**src/verilog/ctmc_cfg.svh**
```systemverilog
`ifndef CTMC_CFG_SVH
`define CTMC_CFG_SVH
// =========================================================
// transceiver mode codes
`define CTMC_TRX_OFF 2'h0
`define CTMC_TRX_WAKE 2'h1
`define CTMC_TRX_NORMAL 2'h3
`define CTMC_TRX_RXONLY 2'h2
// device power mode codes
`define CTMC_DEV_NORMAL 3'h0
`define CTMC_DEV_STOP 3'h1
`define CTMC_DEV_SLEEP 3'h2
`define CTMC_DEV_RESTART 3'h3
`define CTMC_DEV_FAILSAFE 3'h4
// termination codes
`define CTMC_TERM_FLOAT 2'h0
`define CTMC_TERM_HALF 2'h1
`define CTMC_TERM_GND 2'h2
`define CTMC_TERM_2V5 2'h3
// times in ns and derived cycle counts at 25 ns
`define CTMC_CLK_NS 25
`define CTMC_T_EN_NS 20000
`define CTMC_WAKE_TIME_MIN_NS 500
`define CTMC_WAKE_TIME_MAX_NS 2000000
`define CTMC_T_SIL_NS 1000000
`define CTMC_T_TXTO_NS 2000000
`define CTMC_EN_CYC ((`CTMC_T_EN_NS + `CTMC_CLK_NS - 1) / `CTMC_CLK_NS)
`define CTMC_WAKE1_CYC ((`CTMC_WAKE_TIME_MIN_NS + `CTMC_CLK_NS - 1) / `CTMC_CLK_NS)
`define CTMC_WAKE2_CYC (`CTMC_WAKE_TIME_MAX_NS / `CTMC_CLK_NS)
`define CTMC_SIL_CYC (`CTMC_T_SIL_NS / `CTMC_CLK_NS)
`define CTMC_TXTO_CYC (`CTMC_T_TXTO_NS / `CTMC_CLK_NS)
// fifo shape
`define CTMC_FIFO_W 1
`define CTMC_FIFO_D 16
`endif

```
**src/verilog/ctmc_fifo.sv**
```systemverilog
// the sample fifo sits in ctmc_top.sv beside the receive path that feeds it

```
**src/verilog/ctmc_pkg.sv**
```systemverilog
package ctmc_pkg;
  typedef enum logic [4:0] {
    CTMC_WAIT = 5'h01,
    CTMC_D1 = 5'h02,
    CTMC_R1 = 5'h04,
    CTMC_D2 = 5'h08,
    CTMC_DONE = 5'h10
  } ctmc_wup_t;
endpackage

```
**src/verilog/ctmc_top.sv**
```systemverilog
`timescale 1ns/1ps
`include "ctmc_cfg.svh"
module ctmc_top import ctmc_pkg::*; #(
  parameter int EN_CYC = `CTMC_EN_CYC,
  parameter int WAKE1_CYC = `CTMC_WAKE1_CYC,
  parameter int WAKE2_CYC = `CTMC_WAKE2_CYC,
  parameter int SIL_CYC = `CTMC_SIL_CYC,
  parameter int TXTO_CYC = `CTMC_TXTO_CYC
) (
  input wire logic sys_clk_i,
  input wire logic sys_rst_i,
  input wire logic [1:0] trx_mode_req_i,
  input wire logic trx_mode_wr_i,
  input wire logic [2:0] dev_mode_i,
  input wire logic transceiver_supply_uv_i,
  input wire logic watchdog_on_bus_wake_i,
  input wire logic wd_disabled_i,
  input wire logic bus_wake_clr_i,
  input wire logic bus_fault_clr_i,
  input wire logic tx_data_in_i,
  input wire logic bus_dom_i,
  input wire logic rx_fifo_ready_i,
  output logic [1:0] trx_mode_o,
  output logic drv_dom_o,
  output logic rx_data_out_o,
  output logic rx_sample_o,
  output logic rx_sample_valid_o,
  output logic rx_overflow_o,
  output logic interrupt_out_low_o,
  output logic bus_wake_flag_o,
  output logic bus_fault_flag_o,
  output logic wd_enable_req_o,
  output logic restart_req_o,
  output logic [1:0] term_o
);
  // =========================================================
  // mode register
  logic [1:0] mode_q;
  logic [2:0] dev_q;
  logic dev_started_q;
  wire dev_normal = (dev_mode_i == `CTMC_DEV_NORMAL);
  wire dev_stop = (dev_mode_i == `CTMC_DEV_STOP);
  wire dev_sleep = (dev_mode_i == `CTMC_DEV_SLEEP);
  wire dev_fs = (dev_mode_i == `CTMC_DEV_FAILSAFE);
  wire act_ok = dev_normal || dev_stop; // normal and rx-only allowed here
  wire req_act = (trx_mode_req_i == `CTMC_TRX_NORMAL) || (trx_mode_req_i == `CTMC_TRX_RXONLY);
  wire req_wake = (trx_mode_req_i == `CTMC_TRX_WAKE);
  wire req_ok = trx_mode_wr_i && ((req_act && act_ok) || (req_wake && !dev_fs) ||
                (trx_mode_req_i == `CTMC_TRX_OFF));
  wire dev_chg = dev_started_q && (dev_q != dev_mode_i);
  wire rearm_dev = dev_chg && (dev_stop || dev_sleep || dev_fs);
  wire fs_force = dev_fs && (mode_q != `CTMC_TRX_WAKE);
  wire mode_wr = fs_force || (req_ok && (trx_mode_req_i != mode_q));
  wire [1:0] mode_d = fs_force ? `CTMC_TRX_WAKE : trx_mode_req_i;
  wire in_normal = (mode_q == `CTMC_TRX_NORMAL);
  wire in_rxonly = (mode_q == `CTMC_TRX_RXONLY);
  wire in_wake = (mode_q == `CTMC_TRX_WAKE);
  // requests outside the allowed power modes are dropped silently
  always_ff @(posedge sys_clk_i or posedge sys_rst_i) begin
    if (sys_rst_i) begin
      mode_q <= `CTMC_TRX_OFF;
      dev_q <= `CTMC_DEV_NORMAL;
      dev_started_q <= 1'b0;
    end else begin
      if (mode_wr) mode_q <= mode_d;
      dev_q <= dev_mode_i;
      dev_started_q <= 1'b1;
    end
  end
  assign trx_mode_o = mode_q;
  // =========================================================
  // enable timer and early dominant suppression
  logic [31:0] en_cnt_q;
  logic en_done_q;
  logic tx_gate_q;
  wire tx_dom = !tx_data_in_i;
  // a dominant seen before enabling completes blocks until tx goes recessive
  always_ff @(posedge sys_clk_i or posedge sys_rst_i) begin
    if (sys_rst_i) begin
      en_cnt_q <= '0;
      en_done_q <= 1'b0;
      tx_gate_q <= 1'b0;
    end else if (!in_normal || mode_wr) begin
      en_cnt_q <= '0;
      en_done_q <= 1'b0;
      tx_gate_q <= 1'b0;
    end else begin
      if (!en_done_q) en_cnt_q <= en_cnt_q + 32'h1;
      if (en_cnt_q == EN_CYC - 1) en_done_q <= 1'b1;
      if (en_done_q && !tx_dom) tx_gate_q <= 1'b1;
    end
  end
  // =========================================================
  // transmit dominant time-out
  logic [31:0] to_cnt_q;
  logic to_act_q;
  logic fault_q;
  wire to_hit = in_normal && tx_dom && (to_cnt_q == TXTO_CYC - 1);
  always_ff @(posedge sys_clk_i or posedge sys_rst_i) begin
    if (sys_rst_i) begin
      to_cnt_q <= '0;
      to_act_q <= 1'b0;
      fault_q <= 1'b0;
    end else begin
      if (in_normal && tx_dom && !to_act_q) to_cnt_q <= to_cnt_q + 32'h1;
      else to_cnt_q <= '0;
      if (to_hit) to_act_q <= 1'b1;
      else if (!tx_dom || !in_normal) to_act_q <= 1'b0;
      if (to_hit) fault_q <= 1'b1; // set wins over clear
      else if (bus_fault_clr_i) fault_q <= 1'b0;
    end
  end
  assign bus_fault_flag_o = fault_q;
  // driver dominant only when enabled, ungated and not timed out
  assign drv_dom_o = in_normal && tx_gate_q && !to_act_q && tx_dom;
  // =========================================================
  // wake pattern detector
  ctmc_wup_t wst_q;
  logic [31:0] ph_cnt_q;
  logic armed_q;
  logic woke_q;
  wire ph_ok = (ph_cnt_q >= WAKE1_CYC) && (ph_cnt_q < WAKE2_CYC);
  wire ph_long = (ph_cnt_q >= WAKE2_CYC);
  wire det_on = in_wake && armed_q && !mode_wr;
  wire wake_hit = det_on && (wst_q == CTMC_D2) && !bus_dom_i && ph_ok;
  ctmc_wup_t wst_d;
  always_comb begin
    wst_d = wst_q;
    unique case (wst_q)
      CTMC_WAIT: if (bus_dom_i) wst_d = CTMC_D1;
      // an over-long dominant stays put until it ends, so it is never re-counted short
      CTMC_D1: if (!bus_dom_i) wst_d = ph_ok ? CTMC_R1 : CTMC_WAIT;
      CTMC_R1: if (bus_dom_i) wst_d = (ph_ok && ph_cnt_q != WAKE1_CYC) ? CTMC_D2 : CTMC_D1;
        else if (ph_long) wst_d = CTMC_WAIT;
      CTMC_D2: if (!bus_dom_i) wst_d = ph_ok ? CTMC_DONE : CTMC_WAIT;
      CTMC_DONE: wst_d = CTMC_DONE;
      default: wst_d = CTMC_WAIT;
    endcase
  end
  // phase counter restarts on each state change
  always_ff @(posedge sys_clk_i or posedge sys_rst_i) begin
    if (sys_rst_i) begin
      wst_q <= CTMC_WAIT;
      ph_cnt_q <= '0;
    end else if (!det_on) begin
      wst_q <= CTMC_WAIT;
      ph_cnt_q <= '0;
    end else begin
      wst_q <= wst_d;
      ph_cnt_q <= (wst_d != wst_q) ? 32'h1 : ph_cnt_q + 32'h1;
    end
  end
  // arming: cleared by a wake, set by leaving wake mode or a power change into stop, sleep or fail-safe
  always_ff @(posedge sys_clk_i or posedge sys_rst_i) begin
    if (sys_rst_i) begin
      armed_q <= 1'b1;
      woke_q <= 1'b0;
    end else begin
      if (wake_hit) armed_q <= 1'b0;
      else if (rearm_dev || (!in_wake)) armed_q <= 1'b1;
      if (wake_hit) woke_q <= 1'b1;
      else if (mode_wr || rearm_dev) woke_q <= 1'b0;
    end
  end
  // =========================================================
  // wake reactions
  logic flag_q;
  logic int_q;
  logic wd_q;
  logic rst_req_q;
  always_ff @(posedge sys_clk_i or posedge sys_rst_i) begin
    if (sys_rst_i) begin
      flag_q <= 1'b0;
      int_q <= 1'b0;
      wd_q <= 1'b0;
      rst_req_q <= 1'b0;
    end else begin
      if (wake_hit) flag_q <= 1'b1;
      else if (bus_wake_clr_i) flag_q <= 1'b0;
      if (wake_hit && (dev_stop || dev_normal)) int_q <= 1'b1;
      else if (bus_wake_clr_i) int_q <= 1'b0;
      wd_q <= wake_hit && dev_stop && watchdog_on_bus_wake_i && wd_disabled_i;
      rst_req_q <= wake_hit && (dev_sleep || dev_fs);
    end
  end
  assign bus_wake_flag_o = flag_q;
  assign interrupt_out_low_o = !int_q;
  assign wd_enable_req_o = wd_q;
  assign restart_req_o = rst_req_q;
  // =========================================================
  // receive path: level plus a buffered sample stream
  logic rx_q;
  logic ovf_q;
  wire rx_live = (in_normal || in_rxonly) ? !bus_dom_i : 1'b1;
  wire fifo_in_ready;
  wire sample_push = (in_normal || in_rxonly) && (rx_q != rx_live);
  always_ff @(posedge sys_clk_i or posedge sys_rst_i) begin
    if (sys_rst_i) begin
      rx_q <= 1'b1;
      ovf_q <= 1'b0;
    end else begin
      rx_q <= (woke_q || wake_hit) ? 1'b0 : rx_live;
      if (sample_push && !fifo_in_ready) ovf_q <= 1'b1;
      else if (!in_normal && !in_rxonly) ovf_q <= 1'b0;
    end
  end
  assign rx_data_out_o = rx_q;
  assign rx_overflow_o = ovf_q;
  // edges are queued for a slow reader; an edge that meets a full fifo is dropped and sets rx_overflow_o
  ctmc_fifo #(
    .W(`CTMC_FIFO_W),
    .D(`CTMC_FIFO_D)
  ) u_ctmc_fifo (
    .sys_clk_i(sys_clk_i),
    .sys_rst_i(sys_rst_i),
    .in_data_i(rx_live),
    .in_valid_i(sample_push),
    .in_ready_o(fifo_in_ready),
    .out_data_o(rx_sample_o),
    .out_valid_o(rx_sample_valid_o),
    .out_ready_i(rx_fifo_ready_i)
  );
  // =========================================================
  // termination select
  logic [31:0] sil_cnt_q;
  always_ff @(posedge sys_clk_i or posedge sys_rst_i) begin
    if (sys_rst_i) sil_cnt_q <= '0;
    else if (!in_wake || mode_wr) sil_cnt_q <= '0;
    else if (sil_cnt_q != SIL_CYC) sil_cnt_q <= sil_cnt_q + 32'h1;
  end
  wire sil_done = (sil_cnt_q == SIL_CYC);
  logic [1:0] term_q;
  wire [1:0] term_d = in_normal ? `CTMC_TERM_HALF :
                      in_rxonly ? (transceiver_supply_uv_i ? `CTMC_TERM_2V5 : `CTMC_TERM_HALF) :
                      in_wake ? (woke_q ? `CTMC_TERM_2V5 :
                                 (sil_done ? `CTMC_TERM_GND : `CTMC_TERM_FLOAT)) :
                      `CTMC_TERM_FLOAT;
  // termination leaves through a flop; one cycle late is far below any bus timing
  always_ff @(posedge sys_clk_i or posedge sys_rst_i) begin
    if (sys_rst_i) term_q <= `CTMC_TERM_FLOAT;
    else term_q <= term_d;
  end
  assign term_o = term_q;
  // =========================================================
  // checks
  off_no_wake_a: assert property (@(posedge sys_clk_i) disable iff (sys_rst_i)
    (mode_q == `CTMC_TRX_OFF) |=> !$rose(bus_wake_flag_o))
    else $error("wake flag raised in off mode");
  drv_idle_a: assert property (@(posedge sys_clk_i) disable iff (sys_rst_i)
    !in_normal |-> !drv_dom_o)
    else $error("driver active outside normal");
  en_guard_a: assert property (@(posedge sys_clk_i) disable iff (sys_rst_i)
    in_normal && !en_done_q |-> !drv_dom_o)
    else $error("driver active before enabling time");
  wake_rx_low_a: assert property (@(posedge sys_clk_i) disable iff (sys_rst_i)
    wake_hit |=> !rx_data_out_o)
    else $error("rx not low after wake");
  wake_mode_kept_a: assert property (@(posedge sys_clk_i) disable iff (sys_rst_i)
    wake_hit && !fs_force |=> trx_mode_o == `CTMC_TRX_WAKE)
    else $error("mode changed");
  flag_set_a: assert property (@(posedge sys_clk_i) disable iff (sys_rst_i)
    wake_hit |=> bus_wake_flag_o)
    else $error("wake flag not set");
  stop_irq_a: assert property (@(posedge sys_clk_i) disable iff (sys_rst_i)
    wake_hit && dev_stop |=> !interrupt_out_low_o && bus_wake_flag_o)
    else $error("stop wake not signalled");
  wd_pulse_a: assert property (@(posedge sys_clk_i) disable iff (sys_rst_i)
    wake_hit && dev_stop && watchdog_on_bus_wake_i && wd_disabled_i |=> wd_enable_req_o)
    else $error("watchdog not requested");
  sleep_no_irq_a: assert property (@(posedge sys_clk_i) disable iff (sys_rst_i)
    wake_hit && dev_sleep && interrupt_out_low_o |=> interrupt_out_low_o && restart_req_o)
    else $error("sleep wake wrong");
  restart_pulse_a: assert property (@(posedge sys_clk_i) disable iff (sys_rst_i)
    wake_hit && (dev_sleep || dev_fs) |=> restart_req_o)
    else $error("restart not requested");
  short_phase_a: assert property (@(posedge sys_clk_i) disable iff (sys_rst_i)
    (wst_q == CTMC_D2) && !bus_dom_i && (ph_cnt_q < WAKE1_CYC) |=> !$rose(bus_wake_flag_o))
    else $error("short dominant taken as wake");
  rearm_a: assert property (@(posedge sys_clk_i) disable iff (sys_rst_i)
    rearm_dev && !wake_hit |=> armed_q)
    else $error("power change did not rearm");
  timeout_fault_a: assert property (@(posedge sys_clk_i) disable iff (sys_rst_i)
    to_hit |=> !drv_dom_o && bus_fault_flag_o)
    else $error("timeout not handled");
  to_release_a: assert property (@(posedge sys_clk_i) disable iff (sys_rst_i)
    in_normal && to_act_q && !tx_dom |=> !to_act_q)
    else $error("transmitter not released");
  normal_allowed_a: assert property (@(posedge sys_clk_i) disable iff (sys_rst_i)
    $changed(mode_q) && in_normal |-> $past(act_ok))
    else $error("normal in bad mode");
  fs_force_a: assert property (@(posedge sys_clk_i) disable iff (sys_rst_i)
    (dev_fs && !trx_mode_wr_i) ##1 dev_fs |-> in_wake)
    else $error("fail-safe not wake mode");
  rx_only_a: assert property (@(posedge sys_clk_i) disable iff (sys_rst_i)
    in_rxonly && !woke_q |=> rx_data_out_o != $past(bus_dom_i))
    else $error("rx does not follow bus");
  term_normal_a: assert property (@(posedge sys_clk_i) disable iff (sys_rst_i)
    in_normal && $stable(mode_q) |-> term_o == `CTMC_TERM_HALF)
    else $error("normal termination wrong");
  term_sil_a: assert property (@(posedge sys_clk_i) disable iff (sys_rst_i)
    in_wake && !sil_done |=> term_o != `CTMC_TERM_GND)
    else $error("ground termination too early");
endmodule // ctmc_top

// =========================================================
// small stream fifo with honest full and empty
module ctmc_fifo #(
  parameter int W = 1,
  parameter int D = 16
) (
  input wire logic sys_clk_i,
  input wire logic sys_rst_i,
  input wire logic [W-1:0] in_data_i,
  input wire logic in_valid_i,
  output logic in_ready_o,
  output logic [W-1:0] out_data_o,
  output logic out_valid_o,
  input wire logic out_ready_i
);
  localparam int AW = $clog2(D);
  logic [W-1:0] mem_q [D];
  logic [AW-1:0] wp_q;
  logic [AW-1:0] rp_q;
  logic [AW:0] cnt_q;
  wire push = in_valid_i && in_ready_o;
  wire pop = out_valid_o && out_ready_i;
  assign in_ready_o = (cnt_q != D[AW:0]);
  assign out_valid_o = (cnt_q != '0);
  assign out_data_o = mem_q[rp_q];
  // storage has no reset, only pointers do
  always_ff @(posedge sys_clk_i) begin
    if (push) begin
      mem_q[wp_q] <= in_data_i;
    end
  end
  // pointers and occupancy
  always_ff @(posedge sys_clk_i or posedge sys_rst_i) begin
    if (sys_rst_i) begin
      wp_q <= '0;
      rp_q <= '0;
      cnt_q <= '0;
    end else begin
      if (push) wp_q <= wp_q + 1'b1;
      if (pop) rp_q <= rp_q + 1'b1;
      cnt_q <= cnt_q + {{AW{1'b0}}, push} - {{AW{1'b0}}, pop};
    end
  end
  fifo_full_a: assert property (@(posedge sys_clk_i) disable iff (sys_rst_i)
    !in_ready_o && !out_ready_i |=> !in_ready_o)
    else $error("full fifo lost its content");
endmodule // ctmc_fifo

```
**config.mk**
```make
export PLATFORM = sky130hd
export DESIGN_NAME = ctmc_top
export DESIGN_NICKNAME = d
export VERILOG_FILES = /design/src/verilog/ctmc_fifo.sv /design/src/verilog/ctmc_pkg.sv /design/src/verilog/ctmc_top.sv
export VERILOG_INCLUDE_DIRS = /design/src /design/src/verilog
export SDC_FILE = /design/constraint.sdc
export NUM_CORES = 1
export LEC_CHECK = 0
export BUFFER_PORTS_ARGS = -buffer_cell sky130_fd_sc_hd__buf_2
export CAP_MARGIN = 20
export CORE_UTILIZATION = 30
export CTS_BUF_LIST = sky130_fd_sc_hd__clkbuf_4 sky130_fd_sc_hd__clkbuf_8
export CTS_CLUSTER_DIAMETER = 150
export DETAILED_ROUTE_END_ITERATION = 8
export PLACE_DENSITY = 0.42
export SETUP_SLACK_MARGIN = 0.4
export SLEW_MARGIN = 20
export SYNTH_ARGS = -nofsm -noshare
export SYNTH_HDL_FRONTEND = slang
export SYNTH_SLANG_ARGS = --single-unit
```
**constraint.sdc**
```tcl
create_clock -name sys_clk_i -period 8.7 [get_ports sys_clk_i]
set_clock_uncertainty 0.1 [all_clocks]
set_input_delay 2.175 -clock sys_clk_i [delete_from_list [all_inputs] [get_ports sys_clk_i]]
set_output_delay 2.175 -clock sys_clk_i [all_outputs]
set_load 0.05 [all_outputs]
```
==> summary.md, run 1 <==
| Metric | Value |
|---|---|
| Placed Instance Area | 9790 sq um |
| RSZ-0062 raised after global routing | no |
| Total Die Area | ~32000 sq um |
| Post-synthesis mux area share | 1.66% |
| Cts bufs inserted | 17 |
| Place WS | roughly 2.8 ns |
| Grt ovf | 0 |
| Critical Path RT | 6.43 ns |
| Clk pwr share | roughly 34% |
| TritonCTS clock tree | yes |
| Final Cell Area | a little over 10000 sq um |
| Starting DRT DRC Count | ~360 |
| Core area | approximately 30000 sq um |
| Die extent in x | about 180 um |
| Drt first pass iters | 4 |
| VDD IR max | roughly 0.00011 V |
| I/O Pins | 30 |
| Max Cap Violations | 0 |
| Initial antenna violation count | 0 |
| Min Tclk post-route | approximately 5.9 ns |
| Final setup fails | 0 |
| Rows | 63 |
| CTS Buffer Depth | 2 |
| Cell internal pwr | around 1.4 mW |
| First-pass GRT wire length | 34500 um |
| Detailed placer's ending HPWL | 13400 um |
| YS warnings | 0 |
| Final Cycle Share | between 60 and 70% |
| Via density | 4.80 |
| Yosys top cell area share | between 40% and 50% |
| Power Dens Cells | a little under 200 nW/um^2 |
| Resized cells post-CTS | 0 |
| Clk_lat worst skew | 0.48 ns |
| Ant. Diodes | 0 |
| Vias in the first global route | around 6600 |
| Worst Slack Setup Final | between 2 and 3 ns |
| PnR Total Power | 2.02 mW |
| Port Buf Inserts | 29 |
| Final Hold Vio Count | 0 |
| Post-synthesis simple-gate area fraction | between 20% and 30% |
| Syn Inst Count | just over 900 |
| Routed wire per std cell | about 15 um |
| Arrival time worst endpoint | approximately 3.6 ns |
| EDFF count, synth | 16 |
| Hold Path Class | flop to flop |
| Syn_nets | about 970 |
| Share of layout cells above drive strength 1 | 9.27% |
| Post-CTS Setup Bufs | 0 |
| Xor/xnor share of the synthesized area | about an eighth |
| CTS hold repair buffers | 0 |
| Antenna Nets Post-Route | 0 |
| Slew HR | 36.5% |
| Number of synthesized register bits | between 150 and 200 |
| Clk pin slew, worst setup/hold paths | between 0.1 and 0.15 ns |
| DR vias | between 6000 and 7000 |
| Die height | 178 um |
| Largest net degree at the start of global routing | 99 |
| Post-synth top cells | 163 x dfrtp_1, 130 x nor2_1, 76 x xor2_1 |
| Syn avg cell area | approximately 9.9 sq um |
| Sequential cell area fraction in the yosys report | roughly half |
| Final WL | around 20000 um |
| Clock sink count | about 180 |
| Post-Synth Adder-Cell Area | 2.51% |
| Synthesized area | about 9300 sq um |
| Status | completed |
| Synth top area cells | dfrtp_1 44%, xor2_1 7.2%, xnor2_1 5.4% |
| Switching Share | a little under a third |
| Main synth FF type | dfrtp_1 |
| CP endpoint kind | output pin |
| CP startpoint kind | input pin |
| Synth area leader | dfrtp_1 |
| Fin nets | between 900 and 1000 |
| H-tree levels | 4 |
| Top-count cell post-synth | dfrtp_1 |
| Synth Area in Compound Gates | 4.11% |
| Ys async rst share | 91.2% |
| Critical path class | input pin to output pin |
| Fmax | 171 MHz |
| DRC | 0 |
| Combinational share of power | between 10% and 20% |
| Leak | between 4 and 5 nW |
| Crit-path max FO | 33 |
| WHS | roughly 0.39 ns |
| Gr usage total | around 14% |
| Distinct cell type count after synthesis | 59 |
| Slew of the pin with the lowest slew margin | 0.949 ns |
| Main combinational cell family by area after synthesis | simple AND/OR/NAND/NOR gates |
| Switching power | 624 uW |
| Starting Density | between 30% and 40% |
| Clk root buf | clkbuf_8 |
| Gpl congestion | 0.711 |
| Sum Neg Setup Slack | 0 ns |
| Part of the power in registers | a little under half |
| Max-slew violations | 0 |
| Area Overhead vs Synth | 10.9% |
registers in the layout, summed over array words and instances, names as in the netlist, 3 cells and up:
register / cells
u_ctmc_fifo.wp_q: 4
to_cnt_q: 32
u_ctmc_fifo.cnt_q: 5
sil_cnt_q: 32
u_ctmc_fifo.mem_q: 16
en_cnt_q: 32
wst_q: 5
u_ctmc_fifo.rp_q: 4
ph_cnt_q: 32
dev_q: 3
worst max-delay path: stages:
cell and delay, ns:
buf_2 0.13, or3_2 0.79, nor2_1 0.20, buf_2 0.28
per-stage QoR:
step | std cells | util (%)
2_1_floorplan | 935 | -
3_3_place_gp | 1329 | 32.7
3_5_place_dp | 1329 | 32.7
4_1_cts | 1361 | 34.3
5_1_grt | 1361 | 34.3
6_report | 1361 | 34.3
layout by cell type (no fill, tap or decap), types with 31 or more instances in the layout:
master / n
nor4_1: 34
nand3_1: 52
nor3_1: 48
nor2_1: 130
xnor2_1: 57
xor2_1: 76
inv_1: 31
nand2_1: 66
nand4_1: 33
dfrtp_1: 163
power groups by stage:
stage               combinational (mW)  sequential (mW)  clock (mW)
global route                     0.423            0.978       0.746
detailed placement               0.382            0.984           0
floorplan                        0.293            0.970           0
global placement                 0.379            0.984           0
CTS                              0.383            0.968       0.714
finish                           0.369            0.966       0.684
area by class of cell:
class / instances / area [sq um]
flip-flops and latches: 182 / 4640
well taps: 390 / 488
fillers: 3093 / 19700
clock inverters: 11 / 183
inverters: 32 / 125
repair buffers: 34 / 183
clock buffers: 21 / 289
multi-input cells: 691 / 4360
final timing paths:
| path | start | end | slack, ns | cells after the start |
|---|---|---|---|---|
| setup / recovery | tx_data_in_i | drv_dom_o | 2.85 | 4 |
| hold / removal | to_act_q | to_act_q | 0.39 | 1 |
| setup reg to reg | ph_cnt_q[8] | ph_cnt_q[18] | 5.67 | 6 |
| hold reg to reg | to_act_q | to_act_q | 0.39 | 1 |
| max in group asynchronous | sys_rst_i | en_cnt_q[9] | 5.24 | 3 |
| min in group asynchronous | sys_rst_i | to_cnt_q[23] | 1.79 | 2 |
logic make-up (layout without fill, tap and decap cells):
family	count (synthesis)	after routing
compound gates	57	57
mux	9	9
simple gates	473	473
other cells	1	1
buf+inv	62	98
flops	182	182
fa+ha+maj	18	18
xor+xnor	133	133
layer usage:
layer,vias to the layer above,part of all wire [%],global-route usage (%)
li1,3287,-,-
met1,3194,52,19.5
met2,49,45,21.1
met3,9,2.1,3.08
met4,0,0.86,3.42
met5,-,0,0
(Power assumes the default switching activity.)
==> run 2: changes to the inputs <==
- clock period: 8.7 -> 5.5 ns (I/O delays scaled with it)
==> summary.md, run 2 (synthesis gave the netlist of run 1 again) <==
| Metric | Value |
|---|---|
| Clk pin slew, worst setup/hold paths | 0.09 ns (was 0.11 ns) |
| Ant. Diodes | 0 (unchanged) |
| Cell internal pwr | 2.06 mW (was 1.40 mW) |
| FF-to-FF path depth | 6 (unchanged) |
| Gpl congestion | 0.741 (was 0.711) |
| Placed insts | 1330 (was 1329) |
| Detailed placer's ending HPWL | 13000 um (was 13400 um) |
| Rows | 63 (unchanged) |
| Critical path class | input pin to output pin (unchanged) |
| Place WS | 1.52 ns (was 2.84 ns) |
| Core area | 30000 sq um (unchanged) |
| Switching Share | 32.2% (was 30.9%) |
| Part of the power in registers | 50.4% (was 47.8%) |
| CTS Buffer Depth | 2 (unchanged) |
| Routed wire per std cell | 14.5 um (was 14.6 um) |
| Share of layout cells above drive strength 1 | 9.26% (was 9.27%) |
| Antenna Nets Post-Route | 0 (unchanged) |
| Final setup fails | 0 (unchanged) |
| Clk_lat worst skew | 0.48 ns (about the same) |
| CTS hold repair buffers | 0 (unchanged) |
| Clk root buf | clkbuf_8 (unchanged) |
| Drt first pass iters | 5 (was 4) |
| Hold Path Class | flop to flop (unchanged) |
| Switching power | 976 uW (was 624 uW) |
| Clock sink count | 182 (unchanged) |
| Most common cell after layout, fill and taps aside | dfrtp_1 (unchanged) |
| Leak | 4.10 nW (was 4.14 nW) |
| Hold Crit Depth | 1 (unchanged) |
| Final Cycle Share | 72.0% |
| Cts bufs inserted | 17 (unchanged) |
| H-tree levels | 4 (unchanged) |
| RR Startpoint | ph_cnt_q[19] (was ph_cnt_q[8]) |
| Max-slew violations | 0 (unchanged) |
| DR vias | 6541 (was 6539) |
| Final Cell Area | 10200 sq um (was 10300 sq um) |
| Non-filler cells, final | 1362 (was 1361) |
| Final WL | 19800 um (was 19900 um) |
| Fin nets | 993 (was 992) |
| CP endpoint kind | output pin (unchanged) |
| Hold endpoint | bus_fault_flag_o (was to_act_q) |
| WHS | 0.381 ns (was 0.386 ns) |
| Slew of the pin with the lowest slew margin | 0.926 ns (was 0.949 ns) |
| Slew HR | 38.2% (was 36.5%) |
| Gr usage total | 13.5% (was 13.8%) |
| Combinational share of power | 18.9% (was 18.3%) |
| Placed Instance Area | 9810 sq um (was 9790 sq um) |
| I/O Pins | 30 (unchanged) |
| Fmax | roughly 250 MHz |
| Arrival time worst endpoint | 2.49 ns (was 3.58 ns) |
| Final Hold Vio Count | 0 (unchanged) |
| Min Tclk post-route | around 4.0 ns |
| Die height | 178 um (unchanged) |
| RSZ-0062 raised after global routing | no (unchanged) |
| Grt ovf | 0 (unchanged) |
| Area Overhead vs Synth | 10.3% (was 10.9%) |
| Vias in the first global route | 6612 (was 6584) |
| Die extent in x | 178 um (unchanged) |
| Worst r2r dst | ph_cnt_q[16] (was ph_cnt_q[18]) |
| Most frequent cells in the layout | 163 x dfrtp_1, 130 x nor2_1, 76 x xor2_1 (unchanged) |
| Via density | 4.80 (about the same) |
| Reg2reg setup slack | 2.52 ns (was 5.67 ns) |
| Initial antenna violation count | 0 (unchanged) |
| DRC | 0 (unchanged) |
| Starting Density | 30.9% (unchanged) |
| First-pass GRT wire length | 33900 um (was 34500 um) |
| Post-CTS Setup Bufs | 0 (unchanged) |
| Largest net degree at the start of global routing | 167 (was 99) |
| Starting DRT DRC Count | 360 (was 358) |
| Power Dens Cells | 297 nW/um^2 (was 197 nW/um^2) |
| VDD IR max | 0.000158 V (was 0.000114 V) |
| Max Cap Violations | 0 (unchanged) |
| Sum Neg Setup Slack | 0 ns (unchanged) |
| Total Die Area | 31600 sq um (unchanged) |
| Resized cells post-CTS | 0 (unchanged) |
| CP startpoint kind | input pin (unchanged) |
| Hold_sp | bus_fault_flag_o (was to_act_q) |
| Crit-path max FO | 33 (unchanged) |
| Port Buf Inserts | 29 (unchanged) |
| Status | completed (unchanged) |
| TritonCTS clock tree | yes (unchanged) |
| Worst Slack Setup Final | 1.54 ns (was 2.85 ns) |
| Critical Path RT | 4.03 ns (was 6.43 ns) |
| Clk pwr share | 30.7% (was 33.9%) |
-- run 2: critical path, stage by stage --
cell and delay [ns]:
buf_2 0.12, or3_1 0.36, buf_4 0.25, nor2_1 0.12
buf_2 0.27
-- run 2: worst max path at each step --
| stage | slack [ns] | cells after the start | start | end |
|---|---|---|---|---|
| CTS | 1.52 | 5 | tx_data_in_i | drv_dom_o |
| finish | 1.54 | 5 | tx_data_in_i | drv_dom_o |
| detailed placement | 1.52 | 5 | tx_data_in_i | drv_dom_o |
| floorplan | 1.29 | 4 | tx_data_in_i | drv_dom_o |
| global route | 1.48 | 5 | tx_data_in_i | drv_dom_o |
| global placement | 1.52 | 5 | tx_data_in_i | drv_dom_o |
-- run 2: power by group through the flow --
stage / registers, mW / clock network, mW / logic [mW]
finish: 1.53 / 0.931 / 0.573
detailed placement: 1.56 / 0 / 0.594
global placement: 1.56 / 0 / 0.592
global route: 1.55 / 1.02 / 0.663
floorplan: 1.53 / 0 / 0.464
CTS: 1.53 / 0.972 / 0.595
-- run 2: area by class of cell --
class	instances	area (sq um)
clock buffers	21	277
clock inverters	11	115
fillers	3101	19800
inverters	32	124
multi-input cells	691	4360
flip-flops and latches	182	4640
well taps	390	488
repair buffers	35	203
-- run 2: routing by layer --
layer | vias to the layer above | track usage [%] | wire length [um]
met5 | - | 0 | 0
met1 | 3192 | 18.4 | 10100
met2 | 54 | 21.6 | 9040
li1 | 3281 | - | -
met3 | 14 | 2.55 | 413
met4 | 0 | 3.88 | 205
-- run 2: through the flow --
step,total power [mW],util [%]
5_1_grt,3.23,34.1
6_report,3.03,34.1
3_5_place_dp,2.15,32.8
3_3_place_gp,2.15,32.8
2_1_floorplan,2.00,-
4_1_cts,3.10,34.1
==> run 3: changes to the inputs <==
- clock period: 5.5 -> 3.7 ns (I/O delays scaled with it)
==> summary.md, run 3 (synthesis gave the netlist of run 1 again) <==
| Metric | Value |
|---|---|
| Routed wire per std cell | 14.6 um (was 14.5 um) |
| CTS hold repair buffers | 0 (unchanged) |
| RR Startpoint | ph_cnt_q[8] (was ph_cnt_q[19]) |
| Slew of the pin with the lowest slew margin | 0.998 ns (was 0.926 ns) |
| Status | completed (unchanged) |
| Max-slew violations | 0 (unchanged) |
| Power Dens Cells | 436 nW/um^2 (was 297 nW/um^2) |
| Critical path class | flop to output pin (was input pin to output pin) |
| Slew HR | 32.9% (was 38.2%) |
| Reg2reg setup slack | 0.68 ns (was 2.52 ns) |
| H-tree levels | 4 (unchanged) |
| Initial antenna violation count | 2 (was 0) |
| Worst r2r dst | ph_cnt_q[23] (was ph_cnt_q[16]) |
| PnR Total Power | 4.47 mW (was 3.03 mW) |
| Cts bufs inserted | 17 (unchanged) |
| CP startpoint kind | flop (was input pin) |
| Final setup fails | 0 (unchanged) |
| Leak | 4.12 nW (was 4.10 nW) |
| Share of layout cells above drive strength 1 | 10.0% (was 9.26%) |
| DR vias | 6545 (was 6541) |
| Port Buf Inserts | 29 (unchanged) |
| Slowest CP cell | mux4_2 (was or3_1) |
| Arrival time worst endpoint | 2.15 ns (was 2.49 ns) |
| CP endpoint | rx_sample_o (was drv_dom_o) |
| Most frequent cells in the layout | 162 x dfrtp_1, 129 x nor2_1, 76 x xor2_1 (was 163 x dfrtp_1, 130 x nor2_1, 76 x xor2_1) |
| Critical Path RT | 2.67 ns (was 4.03 ns) |
| FILL cells | 3109 (was 3101) |
| Most used cell, CP | mux4_2 (was buf_2) |
| Die extent in x | 178 um (unchanged) |
| Via density | 4.78 (was 4.80) |
| Grt ovf | 0 (unchanged) |
| Drt first pass iters | 4 (was 5) |
| Antenna Nets Post-Route | 0 (unchanged) |
| First-pass GRT wire length | 34300 um (was 33900 um) |
| Clock sink count | 182 (unchanged) |
| Total Die Area | 31600 sq um (unchanged) |
| Detailed placer's ending HPWL | 13700 um (was 13000 um) |
| Vias in the first global route | 6470 (was 6612) |
| Largest net degree at the start of global routing | 86 (was 167) |
| CP endpoint kind | output pin (unchanged) |
| Sum Neg Setup Slack | 0 ns (unchanged) |
| VDD IR max | 0.000203 V (was 0.000158 V) |
| Clk pin slew, worst setup/hold paths | 0.10 ns (was 0.09 ns) |
| Gr usage total | 13.8% (was 13.5%) |
| Die height | 178 um (unchanged) |
| Crit-path max FO | 5 (was 33) |
| Area Overhead vs Synth | 10.7% (was 10.3%) |
| Hold Path Class | input pin to asynchronous set/reset pin (was flop to flop) |
| I/O Pins | 30 (unchanged) |
| Max Cap Violations | 0 (unchanged) |
| Clk root buf | clkbuf_8 (unchanged) |
| Gpl congestion | 0.747 (was 0.741) |
| Final Cycle Share | 85.9% |
| Rows | 63 (unchanged) |
| FF-to-FF path depth | 7 (was 6) |
| Clk_lat worst skew | 0.48 ns (about the same) |
| Starting Density | 30.9% (unchanged) |
| RSZ-0062 raised after global routing | no (unchanged) |
| Fmax | between 300 and 400 MHz |
| Final WL | 20000 um (was 19800 um) |
| Max incr delay on CP | 0.52 ns (was 0.36 ns) |
| Most common cell after layout, fill and taps aside | dfrtp_1 (unchanged) |
| Worst setup path start | u_ctmc_fifo.rp_q[0] (was tx_data_in_i) |
| TritonCTS clock tree | yes (unchanged) |
| Starting DRT DRC Count | 405 (was 360) |
| Core area | 30000 sq um (unchanged) |
| Fin nets | 999 (was 993) |
| Final Hold Vio Count | 0 (unchanged) |
| DRC | 0 (unchanged) |
| Min Tclk post-route | about 3.2 ns |
| CTS Buffer Depth | 2 (unchanged) |
| Critical Path, Cell by Cell | mux4_2 -> mux4_2 -> buf_4 (was buf_2 -> or3_1 -> buf_4 -> nor2_1 -> buf_2) |
## run 3: cell types whose count changed in the layout (fill, tap and decap cells not counted), moves of 2 or more
| cell | delta |
|---|---|
| clkbuf_8 | -2 |
| clkinv_4 | -2 |
| inv_6 | +5 |
| clkbuf_4 | -2 |
| diode_2 | +2 |
| buf_4 | +6 |
## run 3: cell type report
| cell class | instances | area, sq um | area share (%) |
|---|---|---|---|
| diodes | 2 | 5.00 | 0.0488 |
| clock buffers | 17 | 234 | 2.28 |
| clock inverters | 15 | 134 | 1.31 |
| inverters | 32 | 124 | 1.21 |
| multi-input cells | 691 | 4360 | 42.6 |
| flip-flops and latches | 182 | 4640 | 45.3 |
| well taps | 390 | 488 | 4.76 |
| repair buffers | 41 | 263 | 2.56 |
## run 3: worst max-delay path, delay by kind of cell, from the launching register on
| kind | cells | cell delay [ns] |
|---|---|---|
| DFF | 1 | 0.46 |
| buffers and inverters | 1 | 0.21 |
| muxes | 2 | 1.00 |
## run 3: power by group
group / internal (mW) / leakage (nW) / switching [mW]
Sequential: 2.13 / 2.40 / 0.136
Combinational: 0.355 / 1.53 / 0.534
Clock: 0.491 / 0.180 / 0.825
Total: 2.98 / 4.12 / 1.50
## run 3: stage by stage
stage	worst slack, ns	std cells	instance area (sq um)	util, %	hold WS [ns]
finish	0.523	1370	10200	34.2	0.324
global route	0.416	1368	10200	34.2	0.308
CTS	0.416	1368	10200	34.2	0.287
detailed placement	0.624	1335	9860	32.9	0.364
global placement	0.707	1335	9860	32.9	0.361
floorplan	0.548	935	9260	-	0.344
## run 3: timing repair
action	CTS	global route
setup buffers	1	0
hold endpoints to repair	0	0
setup endpoints to repair	1	1
gates resized for setup	1	2
## run 3: worst min path at each step
stage,end,from,slack [ns]
final,rx_overflow_o,sys_rst_i,0.32
after floorplan,to_act_q,to_act_q,0.34
after global placement,bus_fault_flag_o,bus_fault_flag_o,0.36
after CTS,u_ctmc_fifo.wp_q[2],sys_rst_i,0.29
after detailed placement,bus_fault_flag_o,bus_fault_flag_o,0.36
after global routing,u_ctmc_fifo.wp_q[2],sys_rst_i,0.31
## run 3: per-layer routing
layer / GRT usage [%] / part of all wire (%) / up-vias
li1: - / - / 3303
met1: 19.1 / 50 / 3165
met2: 21.3 / 45 / 70
met5: 0 / 0 / -
met4: 3.95 / 0.92 / 0
met3: 3.26 / 3.6 / 7
